File: config.mk
export PLATFORM = sky130hd
export DESIGN_NAME = sebl_loader
export DESIGN_NICKNAME = d
export VERILOG_FILES = /design/src/verilog/sebl_pkg.sv /design/src/verilog/sebl_loader.sv
export VERILOG_INCLUDE_DIRS = /design/src /design/src/verilog
export SDC_FILE = /design/constraint.sdc
export NUM_CORES = 1
export LEC_CHECK = 0
export BUFFER_PORTS_ARGS = -buffer_cell sky130_fd_sc_hd__buf_2
export CORE_MARGIN = 4
export CORE_UTILIZATION = 30
export DETAILED_ROUTE_END_ITERATION = 8
export HOLD_SLACK_MARGIN = 0.15
export REMOVE_ABC_BUFFERS = 1
export SETUP_SLACK_MARGIN = 0.1
export SYNTH_ARGS = -nofsm -noshare
export SYNTH_HDL_FRONTEND = slang
export SYNTH_SLANG_ARGS = --single-unit
File: constraint.sdc
create_clock -name clk_sys -period 8.8 [get_ports clk_sys]
set_clock_uncertainty 0.1 [all_clocks]
set_input_delay 0 -clock clk_sys [delete_from_list [all_inputs] [get_ports clk_sys]]
set_output_delay 0 -clock clk_sys [all_outputs]
set_load 0.005 [all_outputs]
File: src/verilog/sebl_defines.svh
// constants for the serial boot loader
// assumes inclusion by the loader package and design files only
`ifndef SEBL_DEFINES_SVH
`define SEBL_DEFINES_SVH
`define SEBL_READ_OP   8'h03
`define SEBL_ADDR_BYTE 8'h00
`define SEBL_DUMMY     8'h00
`define SEBL_KEY       16'h08aa
`define SEBL_END_SIZE  16'h0000
`define SEBL_BRR_SLOW  8'h0f
`define SEBL_LSP_SLOW  8'h07
`define SEBL_RSV_LAST  3'h6
`define SEBL_CHAR_LEN  4'h8
`define SEBL_CPHA      1'h1
`define SEBL_CPOL      1'h0
`define SEBL_BIT_LAST  3'h7
`define SEBL_ADDR2_CNT 3'h1
`define SEBL_ADDR3_CNT 3'h2
`endif

File: src/verilog/sebl_pkg.sv
// types shared by the serial boot loader
// assumes the defines header sits beside it
package sebl_pkg;
  typedef struct packed {
    logic       master;
    logic       talk;
    logic       fifo_en;
    logic [3:0] char_len;
    logic       phase;
    logic       polarity;
  } sebl_port_cfg_t;

  typedef struct packed {
    logic [31:0] addr;
    logic [15:0] data;
  } sebl_wr_t;

  typedef enum logic [12:0] {
    ST_MUX   = 13'h0001,
    ST_INIT  = 13'h0002,
    ST_CMD   = 13'h0004,
    ST_ADDR  = 13'h0008,
    ST_KEY   = 13'h0010,
    ST_CFG   = 13'h0020,
    ST_RSV   = 13'h0040,
    ST_ENTRY = 13'h0080,
    ST_SIZE  = 13'h0100,
    ST_DEST  = 13'h0200,
    ST_DATA  = 13'h0400,
    ST_DONE  = 13'h0800,
    ST_ABORT = 13'h1000
  } sebl_state_t;
endpackage : sebl_pkg

File: src/verilog/sebl_loader.sv
// serial memory boot loader: spi master, stream parser, write fifo
// assumes a serial memory behind the pins and a memory write sink
`timescale 1ns/1ns
`include "sebl_defines.svh"

module sebl_fifo #(
  parameter int W  = 48,
  parameter int D  = 8,
  parameter int AW = 3
) (
  input  wire logic         clk_sys,
  input  wire logic         rst_n,
  input  wire logic         in_valid,
  output logic              in_ready,
  input  wire logic [W-1:0] in_data,
  output logic              out_valid,
  input  wire logic         out_ready,
  output logic [W-1:0]      out_data
);
  logic [W-1:0]  mem [D];
  logic [AW-1:0] wp_ff, rp_ff, nxt_wp, nxt_rp;
  logic [AW:0]   cnt_ff, nxt_cnt;
  logic          push, pop;

  assign in_ready  = (cnt_ff != (AW+1)'(D));
  assign out_valid = (cnt_ff != '0);
  assign out_data  = mem[rp_ff];

  always_comb begin
    push    = in_valid && in_ready;
    pop     = out_valid && out_ready;
    nxt_wp  = push ? AW'((wp_ff + 1'b1) % D) : wp_ff;
    nxt_rp  = pop ? AW'((rp_ff + 1'b1) % D) : rp_ff;
    nxt_cnt = cnt_ff + (AW+1)'(push) - (AW+1)'(pop);
  end

  always_ff @(posedge clk_sys) begin
    if (!rst_n) begin
      wp_ff  <= '0;
      rp_ff  <= '0;
      cnt_ff <= '0;
    end else begin
      wp_ff  <= nxt_wp;
      rp_ff  <= nxt_rp;
      cnt_ff <= nxt_cnt;
    end
    if (push) mem[wp_ff] <= in_data;
  end
endmodule : sebl_fifo

// Operation
// - only an 8-bit byte stream is accepted, never 16-bit words.
// - port set up as master talker, fifo on, 8-bit, phase 1, polarity 0.
// - pins switch to primary function before the port is set up.
// - slave transmit enable line serves as memory chip select.
// - read command byte goes out before any address byte.
// - start address is zero; memory holds image from there.
// - two-byte or three-byte memory addressing both supported.
// - one continuous burst, every transfer exactly eight bits.
// - word is first byte low, second byte high.
// - first word must equal key, else the load aborts.
// - next two bytes set prescaler then bit-rate divider.
// - seven reserved words are read and dropped.
// - entry address read upper half first, top byte zero.
// - blocks copied until size zero, then entry address handed back.
// - block is count, destination high half first, then data words.
module sebl_loader
  import sebl_pkg::*;
#(
  parameter int FIFO_DEPTH = 8
) (
  input  wire logic      clk_sys,
  input  wire logic      rst_n,
  input  wire logic      addr_three_byte,
  input  wire logic      serial_master_in_pin,
  output logic           serial_master_out_pin,
  output logic           serial_clock_pin,
  output logic           serial_chip_select_pin,
  output logic           pin_primary,
  output sebl_port_cfg_t port_cfg,
  output logic [7:0]     low_speed_clock_prescaler,
  output logic [7:0]     serial_bit_rate_divider,
  output logic           mem_wr_valid,
  output sebl_wr_t       mem_wr,
  input  wire logic      mem_wr_ready,
  output logic           boot_done,
  output logic           boot_abort,
  output logic [31:0]    entry_point
);
  function automatic logic [16:0] half_period(logic [7:0] brr,
                                              logic [7:0] lsp);
    half_period = 17'(({9'h0, brr} + 17'h1) * ({9'h0, lsp} + 17'h1));
  endfunction : half_period

  // byte shifter state
  logic        busy_ff, nxt_busy, bdone_ff, nxt_bdone;
  logic        sclk_ff, nxt_sclk, mosi_ff, nxt_mosi;
  logic [2:0]  bits_ff, nxt_bits;
  logic [16:0] div_ff, nxt_div;
  logic [7:0]  tx_ff, nxt_tx, rx_ff, nxt_rx;
  logic        go;
  logic [7:0]  go_byte;

  always_comb begin
    nxt_busy  = busy_ff;
    nxt_bdone = 1'b0;
    nxt_sclk  = sclk_ff;
    nxt_mosi  = mosi_ff;
    nxt_bits  = bits_ff;
    nxt_div   = div_ff;
    nxt_tx    = tx_ff;
    nxt_rx    = rx_ff;
    if (!busy_ff) begin
      if (go) begin
        nxt_busy = 1'b1;
        nxt_tx   = go_byte;
        nxt_bits = `SEBL_BIT_LAST;
        nxt_div  = '0;
      end
    end else if (div_ff == 17'(half_period(serial_bit_rate_divider,
                 low_speed_clock_prescaler) - 17'h1)) begin
      nxt_div = '0;
      // phase 1: drive on rise, sample on fall
      if (!sclk_ff) begin
        nxt_sclk = 1'b1;
        nxt_mosi = tx_ff[7];
        nxt_tx   = {tx_ff[6:0], 1'b0};
      end else begin
        nxt_sclk = `SEBL_CPOL;
        nxt_rx   = {rx_ff[6:0], serial_master_in_pin};
        if (bits_ff == '0) begin
          nxt_busy  = 1'b0;
          nxt_bdone = 1'b1;
        end else begin
          nxt_bits = bits_ff - 3'h1;
        end
      end
    end else begin
      nxt_div = div_ff + 17'h1;
    end
  end

  always_ff @(posedge clk_sys) begin
    if (!rst_n) begin
      busy_ff  <= 1'b0;
      bdone_ff <= 1'b0;
      sclk_ff  <= `SEBL_CPOL;
      mosi_ff  <= 1'b0;
      bits_ff  <= '0;
      div_ff   <= '0;
      tx_ff    <= '0;
      rx_ff    <= '0;
    end else begin
      busy_ff  <= nxt_busy;
      bdone_ff <= nxt_bdone;
      sclk_ff  <= nxt_sclk;
      mosi_ff  <= nxt_mosi;
      bits_ff  <= nxt_bits;
      div_ff   <= nxt_div;
      tx_ff    <= nxt_tx;
      rx_ff    <= nxt_rx;
    end
  end

  assign serial_clock_pin      = sclk_ff;
  assign serial_master_out_pin = mosi_ff;

  // stream sequencer state
  sebl_state_t    st_ff, nxt_st;
  sebl_port_cfg_t cfg_ff, nxt_cfg;
  logic        pend_ff, nxt_pend, hi_ff, nxt_hi, a3_ff, nxt_a3;
  logic        cs_n_ff, nxt_cs_n, mux_ff, nxt_mux;
  logic        done_ff, nxt_done, abort_ff, nxt_abort;
  logic [2:0]  cnt_ff, nxt_cnt;
  logic [7:0]  lo_ff, nxt_lo, lsp_ff, nxt_lsp, brr_ff, nxt_brr;
  logic [15:0] blk_ff, nxt_blk, word;
  logic [31:0] dest_ff, nxt_dest, entry_ff, nxt_entry;
  logic [31:0] epo_ff, nxt_epo;
  logic        sending, word_done, push, fifo_in_ready;

  always_comb begin
    sending = (st_ff == ST_CMD) || (st_ff == ST_ADDR) ||
              (st_ff == ST_KEY) || (st_ff == ST_CFG) ||
              (st_ff == ST_RSV) || (st_ff == ST_ENTRY) ||
              (st_ff == ST_SIZE) || (st_ff == ST_DEST) ||
              (st_ff == ST_DATA);
    // stall the burst rather than lose a word when the sink is slow
    go = sending && !busy_ff && !pend_ff &&
         !(st_ff == ST_DATA && !fifo_in_ready);
    // opcode, zero address, then dummy bytes
    go_byte = (st_ff == ST_CMD)  ? `SEBL_READ_OP :
              (st_ff == ST_ADDR) ? `SEBL_ADDR_BYTE : `SEBL_DUMMY;
    nxt_st = st_ff;   nxt_cfg = cfg_ff;  nxt_hi = hi_ff;
    nxt_a3 = a3_ff;   nxt_mux = mux_ff;  nxt_done = done_ff;
    nxt_abort = abort_ff;  nxt_cnt = cnt_ff;  nxt_lo = lo_ff;
    nxt_lsp = lsp_ff; nxt_brr = brr_ff;  nxt_blk = blk_ff;
    nxt_dest = dest_ff;  nxt_entry = entry_ff;  nxt_epo = epo_ff;
    nxt_pend = (pend_ff && !bdone_ff) || go;
    word_done = 1'b0;
    push = 1'b0;
    word = {rx_ff, lo_ff};
    if (bdone_ff && (st_ff != ST_CMD) && (st_ff != ST_ADDR)) begin
      nxt_hi = !hi_ff;
      if (!hi_ff) nxt_lo = rx_ff;
      else word_done = 1'b1;
    end
    case (st_ff)
      ST_MUX: begin
        nxt_mux = 1'b1;
        nxt_st  = ST_INIT;
      end
      ST_INIT: begin
        nxt_cfg = '{1'b1, 1'b1, 1'b1, `SEBL_CHAR_LEN,
                    `SEBL_CPHA, `SEBL_CPOL};
        nxt_lsp = `SEBL_LSP_SLOW;
        nxt_brr = `SEBL_BRR_SLOW;
        nxt_a3  = addr_three_byte;
        nxt_st  = ST_CMD;
      end
      ST_CMD: if (bdone_ff) begin
        nxt_cnt = a3_ff ? `SEBL_ADDR3_CNT : `SEBL_ADDR2_CNT;
        nxt_st  = ST_ADDR;
      end
      ST_ADDR: if (bdone_ff) begin
        if (cnt_ff == '0) begin
          nxt_st = ST_KEY;
          nxt_hi = 1'b0;
        end else nxt_cnt = cnt_ff - 3'h1;
      end
      ST_KEY: if (word_done) nxt_st = (word == `SEBL_KEY) ? ST_CFG
                                                          : ST_ABORT;
      ST_CFG: if (word_done) begin
        nxt_lsp = lo_ff;
        nxt_brr = rx_ff;
        nxt_cnt = '0;
        nxt_st  = ST_RSV;
      end
      ST_RSV: if (word_done) begin
        nxt_cnt = cnt_ff + 3'h1;
        if (cnt_ff == `SEBL_RSV_LAST) begin
          nxt_cnt = '0;
          nxt_st  = ST_ENTRY;
        end
      end
      ST_ENTRY: if (word_done) begin
        if (cnt_ff == '0) begin
          nxt_entry[31:16] = word;
          nxt_cnt = 3'h1;
        end else begin
          nxt_entry[15:0] = word;
          nxt_st = ST_SIZE;
        end
      end
      ST_SIZE: if (word_done) begin
        nxt_cnt = '0;
        nxt_blk = word;
        nxt_st  = (word == `SEBL_END_SIZE) ? ST_DONE : ST_DEST;
      end
      ST_DEST: if (word_done) begin
        if (cnt_ff == '0) begin
          nxt_dest[31:16] = word;
          nxt_cnt = 3'h1;
        end else begin
          nxt_dest[15:0] = word;
          nxt_st = ST_DATA;
        end
      end
      ST_DATA: if (word_done) begin
        push     = 1'b1;
        nxt_dest = dest_ff + 32'h1;
        nxt_blk  = blk_ff - 16'h1;
        if (blk_ff == 16'h1) nxt_st = ST_SIZE;
      end
      ST_DONE: begin
        nxt_done = 1'b1;
        nxt_epo  = entry_ff;
      end
      ST_ABORT: nxt_abort = 1'b1;
      default: nxt_st = ST_ABORT;
    endcase
    // select held for the whole burst
    nxt_cs_n = !((nxt_st == ST_CMD) || (nxt_st == ST_ADDR) ||
                 (nxt_st == ST_KEY) || (nxt_st == ST_CFG) ||
                 (nxt_st == ST_RSV) || (nxt_st == ST_ENTRY) ||
                 (nxt_st == ST_SIZE) || (nxt_st == ST_DEST) ||
                 (nxt_st == ST_DATA));
  end

  always_ff @(posedge clk_sys) begin
    if (!rst_n) begin
      st_ff <= ST_MUX;  cfg_ff <= '0;  pend_ff <= 1'b0;
      hi_ff <= 1'b0;    a3_ff <= 1'b0; cs_n_ff <= 1'b1;
      mux_ff <= 1'b0;   done_ff <= 1'b0;  abort_ff <= 1'b0;
      cnt_ff <= '0;     lo_ff <= '0;
      lsp_ff <= `SEBL_LSP_SLOW;  brr_ff <= `SEBL_BRR_SLOW;
      blk_ff <= '0;  dest_ff <= '0;  entry_ff <= '0;  epo_ff <= '0;
    end else begin
      st_ff <= nxt_st;  cfg_ff <= nxt_cfg;  pend_ff <= nxt_pend;
      hi_ff <= nxt_hi;  a3_ff <= nxt_a3;    cs_n_ff <= nxt_cs_n;
      mux_ff <= nxt_mux;  done_ff <= nxt_done;  abort_ff <= nxt_abort;
      cnt_ff <= nxt_cnt;  lo_ff <= nxt_lo;
      lsp_ff <= nxt_lsp;  brr_ff <= nxt_brr;
      blk_ff <= nxt_blk;  dest_ff <= nxt_dest;
      entry_ff <= nxt_entry;  epo_ff <= nxt_epo;
    end
  end

  assign serial_chip_select_pin    = cs_n_ff;
  assign pin_primary               = mux_ff;
  assign port_cfg                  = cfg_ff;
  assign low_speed_clock_prescaler = lsp_ff;
  assign serial_bit_rate_divider   = brr_ff;
  assign boot_done                 = done_ff;
  assign boot_abort                = abort_ff;
  assign entry_point               = epo_ff;

  // write path: fifo then a register stage so outputs are flopped
  sebl_wr_t fifo_out;
  logic     fifo_out_valid, pop, ov_ff, nxt_ov;
  sebl_wr_t ow_ff, nxt_ow;

  sebl_fifo #(.W($bits(sebl_wr_t)), .D(FIFO_DEPTH),
              .AW($clog2(FIFO_DEPTH))) u_fifo (
    .clk_sys   (clk_sys),
    .rst_n     (rst_n),
    .in_valid  (push),
    .in_ready  (fifo_in_ready),
    .in_data   ({dest_ff, word}),
    .out_valid (fifo_out_valid),
    .out_ready (pop),
    .out_data  (fifo_out)
  );

  always_comb begin
    pop    = fifo_out_valid && (!ov_ff || mem_wr_ready);
    nxt_ov = pop || (ov_ff && !mem_wr_ready);
    nxt_ow = pop ? fifo_out : ow_ff;
  end

  always_ff @(posedge clk_sys) begin
    if (!rst_n) begin
      ov_ff <= 1'b0;
      ow_ff <= '0;
    end else begin
      ov_ff <= nxt_ov;
      ow_ff <= nxt_ow;
    end
  end

  assign mem_wr_valid = ov_ff;
  assign mem_wr       = ow_ff;

  // helper: rising clock edges seen in the current byte
  logic [3:0] edges_ff;
  always_ff @(posedge clk_sys) begin
    if (!rst_n || go) edges_ff <= '0;
    else if (!sclk_ff && nxt_sclk) edges_ff <= edges_ff + 4'h1;
  end
endmodule : sebl_loader

# Word-level counts from Yosys, hierarchy flattened
# Memory sizes are Yosys's and may differ from the RTL's. A register that Yosys moved wholly into a read port is not among the register bits.
# Index checks and enable logic that the tools add are counted.
# Widths: inputs -> output; s select.
# word_totals
ff_bits	211
ramBits	384
word_cells	230
mem_count	1
# mem_list
name	depth	word_bits	read_ports	rd_clocked_by_memory_dff	wr	line_no	text
u_fifo.mem	8	48	1	1	1	sebl_loader.sv:20	logic [W-1:0] mem [D];
# classes
addsub	13
mul	1
n_eq_ne	46
muxes	69
n_bitwise	3
n_reduce_logical	66
# ops
op	n
$mux 13	15
$pmux 13 s12	1
$mux 16	4
$mux 32	2
$pmux 32 s2	1
$mux 17	3
$mux 8	6
$mux 3	13
$add 32x1->32 const B	1
$pmux 16 s2	1
$pmux 8 s2	2
$eq 13x10->1 const B	2
$eq 13x11->1 const B	2
$eq 13x3->1 const B	2
$eq 13x4->1 const B	2
$eq 13x5->1 const B	2
$eq 13x6->1 const B	2
$eq 13x7->1 const B	2
$eq 13x8->1 const B	2
$eq 13x9->1 const B	2
$ne 2x2->1 const B	11
$logic_or 1x1->1	19
$add 8x1->9 const B	2
$reduce_and 3->1	6
other kinds (36)	93

# Depth between registers and ports, before layout
# depth
depth_word	16
mapped_depth	27

# Cells and area by module
# From an unflattened synthesis, not the netlist that was laid out.
# hier_totals
cells_unflattened	2506
hier_area_um2	30041.3
# modules_own_cells
module	n_inst	cells_per_inst	area_per_inst_um2	seq_area_each_um2
sebl_fifo	1	633	15382.3	11791.3
sebl_loader	1	1873	14659.1	4984.8

# Worst setup path before layout
# No wires, ideal clock.
# synth_path
path_kind	register to register
startpoint	register brr_ff[0] (netlist: serial_bit_rate_divider[0])
endpoint	register tx_ff[1]
setup_time_ns	0.116
arrival_time_ns	6.454
t_required_ns	8.584
setup_slack_ns	2.130
stages_incl_launch_ff	23
path_buffers	3
path_cell_list	dfxtp_1 > ha_1 > nand3_1 > nor2_1 > xor2_1 > nand2_1 > fa_1 > fa_1 > fa_1 > fa_1 > inv_1 > fa_1 > ha_1 > buf_6 > and4_1 > buf_4 > a2111oi_2 > nor3_1 > a2111oi_4 > nand4b_2 > or3_4 > buf_6 > a41o_1
# synth_via
elab_chain_cells	6
# synth_rtl
element	line_no	text
start: declaration	sebl_loader.sv:175	logic [7:0] lo_ff, nxt_lo, lsp_ff, nxt_lsp, brr_ff, nxt_brr;
start signal: assignment	sebl_loader.sv:295	lsp_ff <= `SEBL_LSP_SLOW; brr_ff <= `SEBL_BRR_SLOW;
start signal: assignment	sebl_loader.sv:302	lsp_ff <= nxt_lsp; brr_ff <= nxt_brr;
$add 8x1->9	sebl_loader.sv:92	half_period = 17'(({9'h0, brr} + 17'h1) * ({9'h0, lsp} + 17'h1));
$mul 9x9->17	sebl_loader.sv:92	
$sub 17x1->17	sebl_loader.sv:121	low_speed_clock_prescaler) - 17'h1)) begin
$eq 17x17->1	sebl_loader.sv:120	end else if (div_ff == 17'(half_period(serial_bit_rate_divider,
$ne 2x1->1 (no source line)	-	
$reduce_and 3->1 (no source line)	-	
end signal: assignment	sebl_loader.sv:160	tx_ff <= nxt_tx;
end: declaration	sebl_loader.sv:100	logic [7:0] tx_ff, nxt_tx, rx_ff, nxt_rx;
# Every way passes these cells.
# A chain may end at the register's enable or synchronous reset.

# Worst setup path in the final report
# layout_path
startpoint	register brr_ff[0] (netlist: serial_bit_rate_divider[0])
endpoint	register rx_ff[0]
# layout_via
elab_chain_cells	5
# layout_rtl
element	line_no	text
$add 8x1->9	sebl_loader.sv:92	
$mul 9x9->17	sebl_loader.sv:92	
$sub 17x1->17	sebl_loader.sv:121	
$eq 17x17->1	sebl_loader.sv:120	
$reduce_and 3->1 (no source line)	-	
end signal: assignment	sebl_loader.sv:161	rx_ff <= nxt_rx;
end: declaration	sebl_loader.sv:100	
# Every way passes these cells.

==> summary.md <==
| Metric | Value |
|---|---|
| Hold Crit Endpoint | `a3_ff$_SDFFE_PN0P_` |
| Routed vias/inst | `4.958` |
| DP HPWL | `44840 um` |
| Least-Margin Pin Slew | `1.129 ns` |
| Die area | `0.1028 sq mm` |
| Max_cap viols | `0` |
| First-pass GRT wire length | `109800 um` |
| Max-slew violations | `0` |
| Fillers | `9353` |
| Synth cell types | `86` |
| DRT Pass-1 Iters | `5` |
| H-tree depth | `3` |
| Area leader, netlist | `edfxtp_1` |
| Fin cells | `3834` |
| CP startpoint kind | `register` |
| Fin Setup TNS | `0 ns` |
| Core Box Area | `0.09685 sq mm` |
| Total length of routed wires | `71140 um` |
| Pint | `5.650 mW` |
| GRT Overall Usage | `13.58%` |
| Largest cells by area after synthesis | `edfxtp_1 (39%), dfxtp_1 (18%), mux4_2 (7.4%)` |
| Mapped Cells | `2417` |
| FP Rows | `114` |
| Synthesis-to-layout area growth | `15.50%` |
| Fin. Hold Viols | `0` |
| Initial Utilization | `30.29%` |
| PD cells | `220.9 mW/mm^2` |
| CP max FO | `16` |
| Worst hold start | `addr_three_byte` |
| GPL Wtd Cong | `0.8523` |
| IO Pins | `117` |
| Multi-input logic area | `0.01177 sq mm` |
| Synth top area share | `39.31%` |
| Sw power | `1.835 mW` |
| FF-to-FF End | `rx_ff[0]$_SDFFE_PN0P_` |
| Ys Warns | `0` |
| Largest net degree at the start of global routing | `93` |
| Aggregate global routing overflow | `0` |
| Netlist Area Pre-Place | `0.02933 sq mm` |
| Seq cells post-synth | `643` |
| Peak supply drop | `0.1425 mV` |
| Port Buffers | `112` |
| Beginning of the worst register-to-register path | `serial_bit_rate_divider[0]$_SDFFE_PN1P_` |
| CP Class | `reg -> reg` |
| Die Ht | `320.7 um` |
| Antenna violations before repair | `2` |
| CTS Buf Count | `71` |
| Asr flop ratio synth | `0%` |
| Share of cells above drive strength 1 | `15.87%` |
| Final Cell Area | `0.03388 sq mm` |
| Fmax | `0.1277 GHz` |
| Fin crit period | `7.830 ns` |
| Worst hold path class | `in -> reg` |
| Die Wd | `320.7 um` |
| RSZ-0062 raised after global routing | `false` |
| Placed cells | `3697` |
| 1st-iter DRT viols | `1607` |
| Clock Power Share | `42.4%` |
| Sw Share | `24.51%` |
| Commonest non-fill, non-tap cells in the layout | `edfxtp_1 (384), nand2_1 (275), dfxtp_1 (256)` |
| Clock-pin transition on the worst setup and hold timing paths | `0.06 ns` |
| Status | `finished, final reports clean` |
| CTS tree | `built` |
| Mean post-synth cell area | `12.14 sq um` |
| Nets | `2631` |
| WL/cell | `18.56 um` |
| Commonest non-fill, non-tap cell in the layout | `edfxtp_1` |
| Worst Setup Slack post-DPL | `1.081 ns` |
| Antenna viol nets, final | `0` |
| R2r setup slk | `0.97 ns` |
| Top FF cell, synth | `edfxtp_1` |
| Final Worst Setup Slack | `0.9700 ns` |
| CTS Sinks | `643` |
| DRC viols | `0` |
| Crit. End Element | `register` |
| Gate power share | `11.7%` |
| Final Util | `34.98%` |
| Relative slew slack | `24.72%` |
| R2R depth | `22` |
| Static leakage | `11.29 nW` |
| Crit path DAT | `8.22 ns` |
| EDFF count, synth | `384` |
| Clock tree buffer depth | `3` |
| Sequential element share of the synthesized area | `56.99%` |
| Clk root buf | `clkbuf_16` |
| Sequential fraction of design power | `45.8%` |
| Part of the cycle the worst path needs | `88.98%` |
| Placed instance area | `0.03122 sq mm` |
| Final setup violation count | `0` |
| N_diodes | `0` |
| Hold Path Depth | `4` |
| WP data required | `9.19 ns` |
| Clock Latency Late Sink | `0.62 ns` |
| Vias in the first global route | `18440` |
| FF+latch area | `0.01673 sq mm` |
| DR vias | `19010` |
[how the worst max path moves through the flow]
stage / from / endpoint / slack, ns / cells after the start
floorplan: serial_bit_rate_divider[0]$_SDFFE_PN1P_ / div_ff[11]$_SDFFE_PN0P_ / 1.83 / 21
global placement: low_speed_clock_prescaler[0]$_SDFFE_PN1P_ / div_ff[11]$_SDFFE_PN0P_ / 1.21 / 21
detailed placement: serial_bit_rate_divider[0]$_SDFFE_PN1P_ / div_ff[11]$_SDFFE_PN0P_ / 1.08 / 21
CTS: serial_bit_rate_divider[0]$_SDFFE_PN1P_ / rx_ff[0]$_SDFFE_PN0P_ / 0.71 / 21
global route: serial_bit_rate_divider[0]$_SDFFE_PN1P_ / rx_ff[0]$_SDFFE_PN0P_ / 0.31 / 22
finish: serial_bit_rate_divider[0]$_SDFFE_PN1P_ / rx_ff[0]$_SDFFE_PN0P_ / 0.97 / 22
[layout make-up]
type | instances | area share, %
Tap cell | 1276 | 4.712
Timing Repair Buffer | 151 | 2.570
Sequential cell | 643 | 49.37
Clock inverter | 36 | 1.525
Multi-Input combinational cell | 1534 | 34.74
Inverter | 100 | 1.123
Clock buffer | 94 | 5.957
[kinds of logic after synthesis]
family / Yosys count / synth area share [%]
AOI/OAI and AO/OA: 407 / 8.992
xor gates and xnor gates: 47 / 1.450
adders and majority gates: 125 / 6.714
buffers and inverters: 243 / 3.370
DFF: 643 / 56.99
muxes: 185 / 10.41
other: 1 / 0.01278
and+or+nand+nor: 766 / 12.06
[sequential cells by signal, indices dropped and copies added, names as in the netlist, 3 cells and up]
name,flops
tx_ff,8
rx_ff,8
st_ff,13
blk_ff,16
serial_bit_rate_divider,8
entry_ff,32
bits_ff,3
u_fifo.cnt_ff,4
entry_point,32
mem_wr,48
lo_ff,8
u_fifo.rp_ff,3
div_ff,17
low_speed_clock_prescaler,8
dest_ff,32
cnt_ff,3
u_fifo.wp_ff,3
u_fifo.mem,384
[power groups by stage]
stage	clock (mW)	sequential [mW]	combinational, mW
2_1_floorplan	0	3.53	0.609
3_3_place_gp	0	3.50	0.904
3_5_place_dp	0	3.50	0.912
4_1_cts	3.24	3.44	0.916
5_1_grt	3.37	3.45	0.986
6_report	3.18	3.43	0.879
[metrics by stage]
| step | total power, mW | hold WS, ns |
|---|---|---|
| after detailed placement | 4.415 | 0.2229 |
| after CTS | 7.595 | 0.1654 |
| after global placement | 4.404 | 0.2057 |
| final | 7.485 | 0.1433 |
| after global routing | 7.815 | 0.1783 |
| after floorplan | 4.136 | 0.005106 |
[worst max-delay path, cell delays in order, from the launching register on]
cell	delay, ns
dfxtp_1	0.64
ha_1	0.27
nand3_1	0.20
nor2_1	0.25
xor2_2	0.41
nand2_1	0.14
fa_1	0.51
fa_1	0.56
fa_1	0.45
fa_1	0.54
inv_1	0.05
fa_1	0.47
ha_1	0.39
a21oi_1	0.09
o21ai_0	0.41
or2_2	0.19
mux2i_1	0.11
a2111oi_0	0.45
nand4_1	0.23
nor3_2	0.30
nand2_2	0.24
mux2i_1	0.17
dlygate4sd3_1	0.56
[layer usage]
| metal | share of wire (%) | global-route usage [%] |
|---|---|---|
| met2 | 48 | 22.63 |
| met1 | 44 | 18.32 |
| met4 | 1.8 | 3.102 |
| met5 | 0 | 0 |
| met3 | 5.5 | 2.745 |
[synth_stat cells (8+ instances only)]
| master | n |
|---|---|
| nor2_1 | 221 |
| nand3_1 | 64 |
| dfxtp_1 | 259 |
| a211oi_1 | 56 |
| a22oi_1 | 25 |
| o31ai_1 | 15 |
| ha_1 | 71 |
| edfxtp_1 | 384 |
| o21a_1 | 13 |
| nand2_1 | 275 |
| o21ai_0 | 75 |
| nor2b_1 | 18 |
| buf_2 | 13 |
| inv_1 | 99 |
| nand4b_1 | 8 |
| buf_1 | 18 |
| and3_1 | 16 |
| nand2b_1 | 19 |
| xnor2_1 | 28 |
| or3_1 | 10 |
| buf_4 | 12 |
| a31oi_1 | 19 |
| nor4_1 | 18 |
| xor2_1 | 18 |
| fa_1 | 54 |
| nor3_1 | 37 |
| clkbuf_1 | 98 |
| and2_1 | 29 |
| nand4_1 | 9 |
| mux4_2 | 96 |
| or2_2 | 8 |
| mux2i_1 | 88 |
| a21oi_1 | 132 |
[timing repair]
action	in CTS	in global routing
hold buffers	7	0
setup endpoints to repair	0	1
buffers inserted	0	0
resized for setup	0	7
hold endpoints to repair	34	0
No activity file was read; power rests on OpenSTA's default activity.
